## src/rtl/cag_pkg.sv

```systemverilog
// constants, register map and carrier types of the circular buffer address generator
package cag_pkg;

   // ----------------------------------------------------------------
   // register map (byte addresses on the apb bus)
   // ----------------------------------------------------------------
   localparam logic [15:0] CAG_OFS_CTRL = 16'h0000;
   localparam logic [15:0] CAG_OFS_XSTART = 16'h0004;
   localparam logic [15:0] CAG_OFS_XEND = 16'h0008;
   localparam logic [15:0] CAG_OFS_YSTART = 16'h000c;
   localparam logic [15:0] CAG_OFS_YEND = 16'h0010;
   localparam logic [15:0] CAG_OFS_STATUS = 16'h0014;

   // ----------------------------------------------------------------
   // control register fields
   // ----------------------------------------------------------------
   localparam int CAG_XSEL_LSB = 0;
   localparam int CAG_YSEL_LSB = 4;
   localparam int CAG_SEL_W = 4;
   localparam int CAG_YEN_BIT = 14;
   localparam int CAG_XEN_BIT = 15;
   localparam logic [3:0] CAG_SEL_OFF = 4'hf;
   localparam logic [15:0] CAG_CTRL_RST = 16'h00ff;
   localparam logic [15:0] CAG_ADDR_RST = 16'h0000;

   // ----------------------------------------------------------------
   // status register fields
   // ----------------------------------------------------------------
   localparam int CAG_ST_XACT_BIT = 0;
   localparam int CAG_ST_YACT_BIT = 1;
   localparam int CAG_ST_XCNT_LSB = 16;
   localparam int CAG_ST_YCNT_LSB = 24;
   localparam int CAG_CNT_W = 8;
   localparam logic [7:0] CAG_CNT_MAX = 8'hff;

   // ----------------------------------------------------------------
   // carriers between the core datapath and the generator
   // ----------------------------------------------------------------
   typedef struct packed {
      logic valid;
      logic [3:0] reg_sel;
      logic [15:0] ptr;
      logic [15:0] step;
   } cag_req_type;

   typedef struct packed {
      logic valid;
      logic wrapped;
      logic [15:0] ptr;
   } cag_res_type;

endpackage : cag_pkg

```

## src/rtl/cag_circ_buf_agu.sv

```systemverilog
// circular buffer pointer wrap logic for the x and y data spaces with apb registers
//
// Overview of operation
// [RULE1] pointer updates wrap in hardware automatically
// [RULE2] one x buffer, one y buffer
// [RULE3] software should avoid frame and stack pointers
// [RULE4] buffers generally run in one direction
// [RULE5] both boundaries checked, bidirectional for powers-of-two
// [RULE6] start and end registers bound each buffer
// [RULE7] length implied by end minus start
// [RULE8] x active: select not 15, enable set
// [RULE9] y active: select not 15, enable set
// [RULE10] select 15 disables that space's wrapping
// [RULE11] effective addresses are 16-bit byte addresses
// [RULE12] past end reload start, below start reload end
`timescale 1ns/100ps
module cag_circ_buf_agu #(
   parameter int ADDR_W = 16
) (
   input wire logic CLK,
   input wire logic RST_B,
   input wire logic PSEL,
   input wire logic PENABLE,
   input wire logic PWRITE,
   input wire logic [ADDR_W-1:0] PADDR,
   input wire logic [31:0] PWDATA,
   input wire logic [3:0] PSTRB,
   output logic [31:0] PRDATA,
   output logic PREADY,
   output logic PSLVERR,
   input wire cag_pkg::cag_req_type X_REQ,
   output cag_pkg::cag_res_type X_RES,
   input wire cag_pkg::cag_req_type Y_REQ,
   output cag_pkg::cag_res_type Y_RES
);
   import cag_pkg::*;

   // the decode is 16 bits wide; a wider bus would alias its upper bits onto the map
   if (ADDR_W < 8 || ADDR_W > 16)
   begin : g_bad_addr_w
      $error("cag_circ_buf_agu: ADDR_W must lie between 8 and 16");
   end

   // ----------------------------------------------------------------
   // helpers
   // ----------------------------------------------------------------
   function automatic logic circ_active(input logic [3:0] sel, input logic en);
      circ_active = (sel != CAG_SEL_OFF) && en; // [RULE8] [RULE9] [RULE10]
   endfunction : circ_active

   function automatic logic [16:0] ptr_sum(input cag_req_type req);
      ptr_sum = {1'b0, req.ptr} + {1'b0, req.step};
   endfunction : ptr_sum

   // upward step that leaves the buffer, carry out of 16 bits counts as past end
   function automatic logic past_end(input cag_req_type req, input logic [15:0] hi);
      logic [16:0] s;
      s = ptr_sum(req);
      past_end = !req.step[15] && (req.step != 16'h0000) && (s[16] || (s[15:0] > hi)); // [RULE12]
   endfunction : past_end

   // downward step that leaves the buffer, missing carry means it went below zero
   function automatic logic below_start(input cag_req_type req, input logic [15:0] lo);
      logic [16:0] s;
      s = ptr_sum(req);
      below_start = req.step[15] && (!s[16] || (s[15:0] < lo)); // [RULE12]
   endfunction : below_start

   // the one place the next pointer is formed; shared by both spaces
   function automatic cag_res_type wrap_ptr(input cag_req_type req, input logic act,
                                            input logic [15:0] lo, input logic [15:0] hi,
                                            input logic word_only);
      cag_res_type r;
      logic [16:0] s;
      s = ptr_sum(req);
      r.valid = req.valid;
      r.wrapped = 1'b0;
      r.ptr = s[15:0]; // [RULE11]
      if (act && past_end(req, hi))
      begin
         r.ptr = lo; // [RULE1] [RULE12]
         r.wrapped = 1'b1;
      end
      else if (act && below_start(req, lo))
      begin
         r.ptr = hi; // [RULE5] [RULE12]
         r.wrapped = 1'b1;
      end
      if (word_only)
      begin
         r.ptr[0] = 1'b0; // y space works on words, the lsb stays clear
      end
      wrap_ptr = r;
   endfunction : wrap_ptr

   // ----------------------------------------------------------------
   // register file
   // ----------------------------------------------------------------
   logic [15:0] ctrl_r;
   logic [15:0] ctrl_nxt;
   logic [15:0] x_start_r;
   logic [15:0] x_start_nxt;
   logic [15:0] x_end_r;
   logic [15:0] x_end_nxt;
   logic [15:0] y_start_r;
   logic [15:0] y_start_nxt;
   logic [15:0] y_end_r;
   logic [15:0] y_end_nxt;
   logic [7:0] x_cnt_r;
   logic [7:0] x_cnt_nxt;
   logic [7:0] y_cnt_r;
   logic [7:0] y_cnt_nxt;
   logic [31:0] rdata_r;
   logic [31:0] rdata_nxt;
   logic slverr_r;
   logic slverr_nxt;

   logic setup_ph;
   logic wr_acc;
   logic [15:0] word_addr;
   logic addr_ok;
   logic x_act;
   logic y_act;
   logic x_match;
   logic y_match;
   logic cnt_clr;
   cag_res_type x_res_r;
   cag_res_type x_res_nxt;
   cag_res_type y_res_r;
   cag_res_type y_res_nxt;

   // merge a 32-bit write into a 16-bit register through the two low lanes
   function automatic logic [15:0] lane_merge(input logic [15:0] old, input logic [31:0] wd,
                                              input logic [3:0] strb);
      logic [15:0] v;
      v = old;
      if (strb[0])
      begin
         v[7:0] = wd[7:0];
      end
      if (strb[1])
      begin
         v[15:8] = wd[15:8];
      end
      lane_merge = v;
   endfunction : lane_merge

   assign word_addr = 16'(PADDR);
   assign setup_ph = PSEL && !PENABLE;
   assign wr_acc = PSEL && PENABLE && PWRITE && addr_ok;
   assign addr_ok = (word_addr == CAG_OFS_CTRL) || (word_addr == CAG_OFS_XSTART) ||
                    (word_addr == CAG_OFS_XEND) || (word_addr == CAG_OFS_YSTART) ||
                    (word_addr == CAG_OFS_YEND) || (word_addr == CAG_OFS_STATUS);

   // no wait states: every access completes in its first access cycle
   assign PREADY = 1'b1;
   assign PRDATA = rdata_r;
   assign PSLVERR = slverr_r;

   assign x_act = circ_active(ctrl_r[CAG_XSEL_LSB +: CAG_SEL_W], ctrl_r[CAG_XEN_BIT]);
   assign y_act = circ_active(ctrl_r[CAG_YSEL_LSB +: CAG_SEL_W], ctrl_r[CAG_YEN_BIT]);
   // any pointer except select 15, the off code, may be chosen; frame and stack pointers are not otherwise barred
   assign x_match = x_act && (X_REQ.reg_sel == ctrl_r[CAG_XSEL_LSB +: CAG_SEL_W]); // [RULE2] [RULE3]
   assign y_match = y_act && (Y_REQ.reg_sel == ctrl_r[CAG_YSEL_LSB +: CAG_SEL_W]); // [RULE2]
   assign cnt_clr = wr_acc && (word_addr == CAG_OFS_STATUS);

   always_comb
   begin
      ctrl_nxt = ctrl_r;
      x_start_nxt = x_start_r;
      x_end_nxt = x_end_r;
      y_start_nxt = y_start_r;
      y_end_nxt = y_end_r;
      if (wr_acc)
      begin
         unique case (word_addr)
            CAG_OFS_CTRL: ctrl_nxt = lane_merge(ctrl_r, PWDATA, PSTRB); // [RULE8] [RULE9]
            CAG_OFS_XSTART: x_start_nxt = lane_merge(x_start_r, PWDATA, PSTRB); // [RULE6]
            CAG_OFS_XEND: x_end_nxt = lane_merge(x_end_r, PWDATA, PSTRB); // [RULE6]
            CAG_OFS_YSTART: y_start_nxt = lane_merge(y_start_r, PWDATA, PSTRB); // [RULE6]
            CAG_OFS_YEND: y_end_nxt = lane_merge(y_end_r, PWDATA, PSTRB); // [RULE6]
            default: ;
         endcase
      end
   end

   // read data is fetched in the setup cycle so it is a flop output in the access cycle
   always_comb
   begin
      rdata_nxt = rdata_r;
      slverr_nxt = slverr_r;
      if (setup_ph)
      begin
         rdata_nxt = 32'h0000_0000;
         slverr_nxt = !addr_ok;
         if (!PWRITE)
         begin
            if (word_addr == CAG_OFS_CTRL)
            begin
               rdata_nxt[15:0] = ctrl_r;
            end
            else if (word_addr == CAG_OFS_XSTART)
            begin
               rdata_nxt[15:0] = x_start_r;
            end
            else if (word_addr == CAG_OFS_XEND)
            begin
               rdata_nxt[15:0] = x_end_r;
            end
            else if (word_addr == CAG_OFS_YSTART)
            begin
               rdata_nxt[15:0] = y_start_r;
            end
            else if (word_addr == CAG_OFS_YEND)
            begin
               rdata_nxt[15:0] = y_end_r;
            end
            else if (word_addr == CAG_OFS_STATUS)
            begin
               rdata_nxt[CAG_ST_XACT_BIT] = x_act;
               rdata_nxt[CAG_ST_YACT_BIT] = y_act;
               rdata_nxt[CAG_ST_XCNT_LSB +: CAG_CNT_W] = x_cnt_r;
               rdata_nxt[CAG_ST_YCNT_LSB +: CAG_CNT_W] = y_cnt_r;
            end
         end
      end
   end

   // ----------------------------------------------------------------
   // pointer wrap datapath
   // ----------------------------------------------------------------
   // the length is never stored: the comparison against start and end implies it
   always_comb
   begin
      x_res_nxt = wrap_ptr(X_REQ, x_match && X_REQ.valid, x_start_r, x_end_r, 1'b0); // [RULE7]
      y_res_nxt = wrap_ptr(Y_REQ, y_match && Y_REQ.valid, y_start_r, y_end_r, 1'b1); // [RULE7]
      if (!X_REQ.valid)
      begin
         x_res_nxt = '0;
      end
      if (!Y_REQ.valid)
      begin
         y_res_nxt = '0;
      end
   end

   // wrap counters saturate; a wrap in the clearing cycle survives as a count of one
   always_comb
   begin
      x_cnt_nxt = cnt_clr ? 8'h00 : x_cnt_r;
      y_cnt_nxt = cnt_clr ? 8'h00 : y_cnt_r;
      if (x_res_nxt.wrapped && (x_cnt_nxt != CAG_CNT_MAX))
      begin
         x_cnt_nxt = x_cnt_nxt + 8'h01;
      end
      if (y_res_nxt.wrapped && (y_cnt_nxt != CAG_CNT_MAX))
      begin
         y_cnt_nxt = y_cnt_nxt + 8'h01;
      end
   end

   always_ff @(posedge CLK)
   begin
      if (!RST_B)
      begin
         ctrl_r <= CAG_CTRL_RST;
         x_start_r <= CAG_ADDR_RST;
         x_end_r <= CAG_ADDR_RST;
         y_start_r <= CAG_ADDR_RST;
         y_end_r <= CAG_ADDR_RST;
         x_cnt_r <= 8'h00;
         y_cnt_r <= 8'h00;
         rdata_r <= 32'h0000_0000;
         slverr_r <= 1'b0;
         x_res_r <= '0;
         y_res_r <= '0;
      end
      else
      begin
         ctrl_r <= ctrl_nxt;
         x_start_r <= x_start_nxt;
         x_end_r <= x_end_nxt;
         y_start_r <= y_start_nxt;
         y_end_r <= y_end_nxt;
         x_cnt_r <= x_cnt_nxt;
         y_cnt_r <= y_cnt_nxt;
         rdata_r <= rdata_nxt;
         slverr_r <= slverr_nxt;
         x_res_r <= x_res_nxt;
         y_res_r <= y_res_nxt;
      end
   end

   assign X_RES = x_res_r;
   assign Y_RES = y_res_r;
endmodule : cag_circ_buf_agu

```

## config.mk

```make
export PLATFORM = sky130hd
export DESIGN_NAME = cag_circ_buf_agu
export DESIGN_NICKNAME = d
export VERILOG_FILES = /design/src/rtl/cag_pkg.sv /design/src/rtl/cag_circ_buf_agu.sv
export SDC_FILE = /design/constraint.sdc
export NUM_CORES = 1
export LEC_CHECK = 0
export BUFFER_PORTS_ARGS = -buffer_cell sky130_fd_sc_hd__buf_4
export CAP_MARGIN = 30
export CORE_MARGIN = 4
export CORE_UTILIZATION = 54
export CTS_CLUSTER_DIAMETER = 40
export CTS_CLUSTER_SIZE = 14
export DETAILED_ROUTE_END_ITERATION = 10
export PLACE_DENSITY = 0.77
export SYNTH_ARGS = -nofsm -noshare
export SYNTH_HDL_FRONTEND = slang
export SYNTH_SLANG_ARGS = --single-unit
```

## constraint.sdc

```tcl
create_clock -name CLK -period 4.4 [get_ports CLK]
set_clock_uncertainty 0.05 [all_clocks]
set_input_delay 0.44 -clock CLK [delete_from_list [all_inputs] [get_ports CLK]]
set_output_delay 0.44 -clock CLK [all_outputs]
set_load 0.005 [all_outputs]
```

==> run metrics <==
leading area contributor after synthesis dfxtp_1; Comb power frac 22.3%; Warnings, synthesis 0; post-synth top area share 31.2%; PD cells 302 nW/µm²; most common cell in the synthesized netlist dfxtp_1; DIE HEIGHT 148 µm; Hold WC Path Type primary input to flop; initial antenna violation count 0; setup_tns 0 ns; nets between 1,500 and 2,000; status finished, final reports clean; vias per cell 5.77; switching power total about 1.1 mW; Synth Area in XOR/XNOR 2.17%; post-DP HPWL 22,300 µm; crit path time final 4.13 ns; Placer Congestion 0.898; design area ~13,000 µm²; top_reg_cell synth dfxtp_1; Initial Utilization 55.6%; pin count of the biggest net entering global routing 63; CTS tree built; placed inst area 12,400 µm²; synth cell count leaders dfxtp_1 (164), nand2_1 (109), mux2i_1 (103); RSZ-0062 raised after global routing no; WL final 29,100 µm; Internal 2.85 mW; GRT Util Overall 25.7%; Iter 0 DRT Violations 796; Post-Place Setup Slack -0.194 ns; crit-path max cell delay 0.56 ns; antenna diode count 0; DP Cell Count 1,670; DR DRC count 0; clock-pin slew of the registers on the worst-case setup and hold paths about 0.070 ns; First-pass DRT Iterations 5; final slew viol count 0; Mapped Cells 1,235; Die ar. 21,800 µm²; first-pass GRT wire length between 40,000 and 50,000 µm; H-Tree Depth 4; worst skew pair latency 0.43 ns; CP bufs+invs 2; Fillers 1,580; simple-gate portion of the synthesized area between 10% and 20%; fraction of layout cells with a size suffix above 1 roughly a fifth; Synth area leaders dfxtp_1 (31%), ha_1 (11%), mux2i_1 (9.8%), nor2b_1 (5.7%), a21oi_1 (4.1%); number of CTS-inserted buffers 17; Compound-Gate Fraction of Synth Area 18.8%; slowest CP cell a2111oi_0; data required time of the critical path 4.65 ns; WS Path Type primary input to flop; die width 148 µm; Clock power frac between 30% and 40%; largest family of logic cells by synthesized area simple AND/OR/NAND/NOR gates; worst-path maximum fanout 10; Avg Inst Size Synth about 8.5 µm²; Leak 5.47 nW; Overflow after GRT 0; Clk Tree Root Cell clkbuf_16; Final Worst Setup Slack around 0.27 ns; f_max 242 MHz; Tcrit/Tclk final 93.9%; Cell Count, Final, Fillers Out 1,702; I/O Buffers 180; vias in the first global route around 9,400; mapped cell area 10,500 µm²; maximum buffer depth of the clock tree 2; ys async rst share 0%; Final Hold Violating Endpoints 0; Routed WL per cell about 17 µm; max cap viols 0; Placeable Area approximately 19,000 µm²; sequential share of power between 30% and 40%; Post-synth EDFFs 0; delay-heaviest family, CP compound AO/OA/AOI/OAI gates; max_slew headroom 35.5%; vias 9,821; Final setup violation count 0; adder-cell share of the synthesized area about an eighth; mux share of post-synthesis cell area between 10% and 20%; syn nets about 1,500; critical path arrival 4.38 ns; clock sink count 164; Placement Rows 50; ANT nets after route 0; critical-path cell list buf_4, ha_1, a21oi_1, o211ai_1, o21ai_0, o31ai_1, a311o_1, xor2_1, ha_1, nand4_1, nor4_1, buf_4, a21boi_0, o31a_1, o211ai_4, a2111oi_0, a211oi_1; synth unique cells 72; worst slew pin tran 0.966 ns; cts hold-fix bufs 0; Sw Share between 20 and 30%; I/O Pins 201; crit path capture type flop; Seq/Total Area, Yosys 31.2%; P&R area growth vs syn 23.4%; fin util about two thirds; Worst Setup Start Kind primary input; worst vdd ir about 0.30 mV; Synth Register Bits ~160
## placed cells by master (no fill, tap or decap), types with 4 or more instances in the layout
cell / instances
nand4_1: 16
and2_1: 14
a21oi_1: 87
dfxtp_1: 164
and3_1: 12
a21o_1: 17
o21ai_1: 4
a21boi_0: 4
buf_4: 234
nor3_1: 19
a222oi_1: 13
nand3_1: 32
a2111o_1: 5
mux2i_1: 103
a31oi_1: 4
a211oi_1: 7
o21ai_0: 84
ha_1: 96
clkbuf_16: 17
or3_1: 6
nand2_1: 109
a22o_1: 14
nand2b_1: 13
o31ai_1: 5
nor2b_1: 95
nor2_1: 31
xor2_1: 13
nor4_1: 12
o21a_1: 8
a22oi_1: 17
xnor2_1: 13
inv_1: 88
## worst min-delay path, stage by stage
cell     delay, ns
buf_4         0.12
nand2_1       0.05
nand3_1       0.07
## per-layer routing
| metal | wire length (µm) | vias to the layer above | GRT usage (%) |
|---|---|---|---|
| met1 | 12100 | 4600 | 32.9 |
| met4 | 408 | 0 | 7.08 |
| met5 | 0 | - | 0 |
| met3 | 2330 | 36 | 5.82 |
| li1 | - | 4809 | - |
| met2 | 14300 | 376 | 43.5 |
## state kept, by name (all words and copies together), names as in the netlist
| name | cells |
|---|---|
| x_cnt_r | 8 |
| y_cnt_r | 8 |
| y_end_r | 16 |
| PRDATA | 32 |
| x_end_r | 16 |
| x_start_r | 16 |
| y_start_r | 16 |
| ctrl_r | 16 |
| Y_RES | 17 |
| PSLVERR | 1 |
| X_RES | 18 |
## layout make-up
| class | instances | area (µm²) | share of cell area, % |
|---|---|---|---|
| clock inverters | 12 | 155 | 1.20 |
| multi-input cells | 921 | 6620 | 51.0 |
| clock buffers | 20 | 447 | 3.44 |
| repair buffers | 237 | 1810 | 13.9 |
| well taps | 260 | 325 | 2.51 |
| flip-flops and latches | 164 | 3280 | 25.3 |
| inverters | 88 | 330 | 2.55 |
## path summary, 6_finish.rpt
check	depth (start not counted)	slack, ns	to	from
worst max-delay path	17	0.27	x_cnt_r[6]$_SDFF_PN0_	X_REQ[1]
worst min-delay path	3	0.22	ctrl_r[6]$_SDFFE_PN1P_	PWDATA[6]
worst max register to register	11	1.53	X_RES[14]$_SDFF_PN0_	x_start_r[2]$_SDFFE_PN0P_
worst min register to register	2	0.41	PRDATA[7]$_SDFFE_PN0P_	PRDATA[7]$_SDFFE_PN0P_
## kinds of logic after synthesis
group	count (synthesis)
other cells	2
buf+inv	150
compound gates	306
fa+ha+maj	98
mux	105
flops	164
xor+xnor	26
simple gates	384
## stage by stage
| step | hold WS [ns] | total power, mW |
|---|---|---|
| 3_3_place_gp | 0.387 | 2.39 |
| 5_1_grt | 0.233 | 4.10 |
| 6_report | 0.224 | 3.92 |
| 3_5_place_dp | 0.396 | 2.41 |
| 4_1_cts | 0.215 | 3.92 |
| 2_1_floorplan | 0.397 | 2.07 |
## timing repair
| action | CTS | global route |
|---|---|---|
| resized for setup | 0 | 2 |
| endpoints found under the hold margin | 0 | 0 |
| endpoints found under the setup margin | 0 | 13 |
| buffers inserted | 0 | 0 |
## power by group through the flow
stage               clock network, mW  logic [mW]  registers [mW]
global route                     1.61       0.975            1.52
global placement                    0       0.837            1.55
detailed placement                  0       0.857            1.55
finish                           1.53       0.872            1.52
CTS                              1.54       0.864            1.52
floorplan                           0       0.516            1.55
No activity file was read; power rests on OpenSTA's default activity.
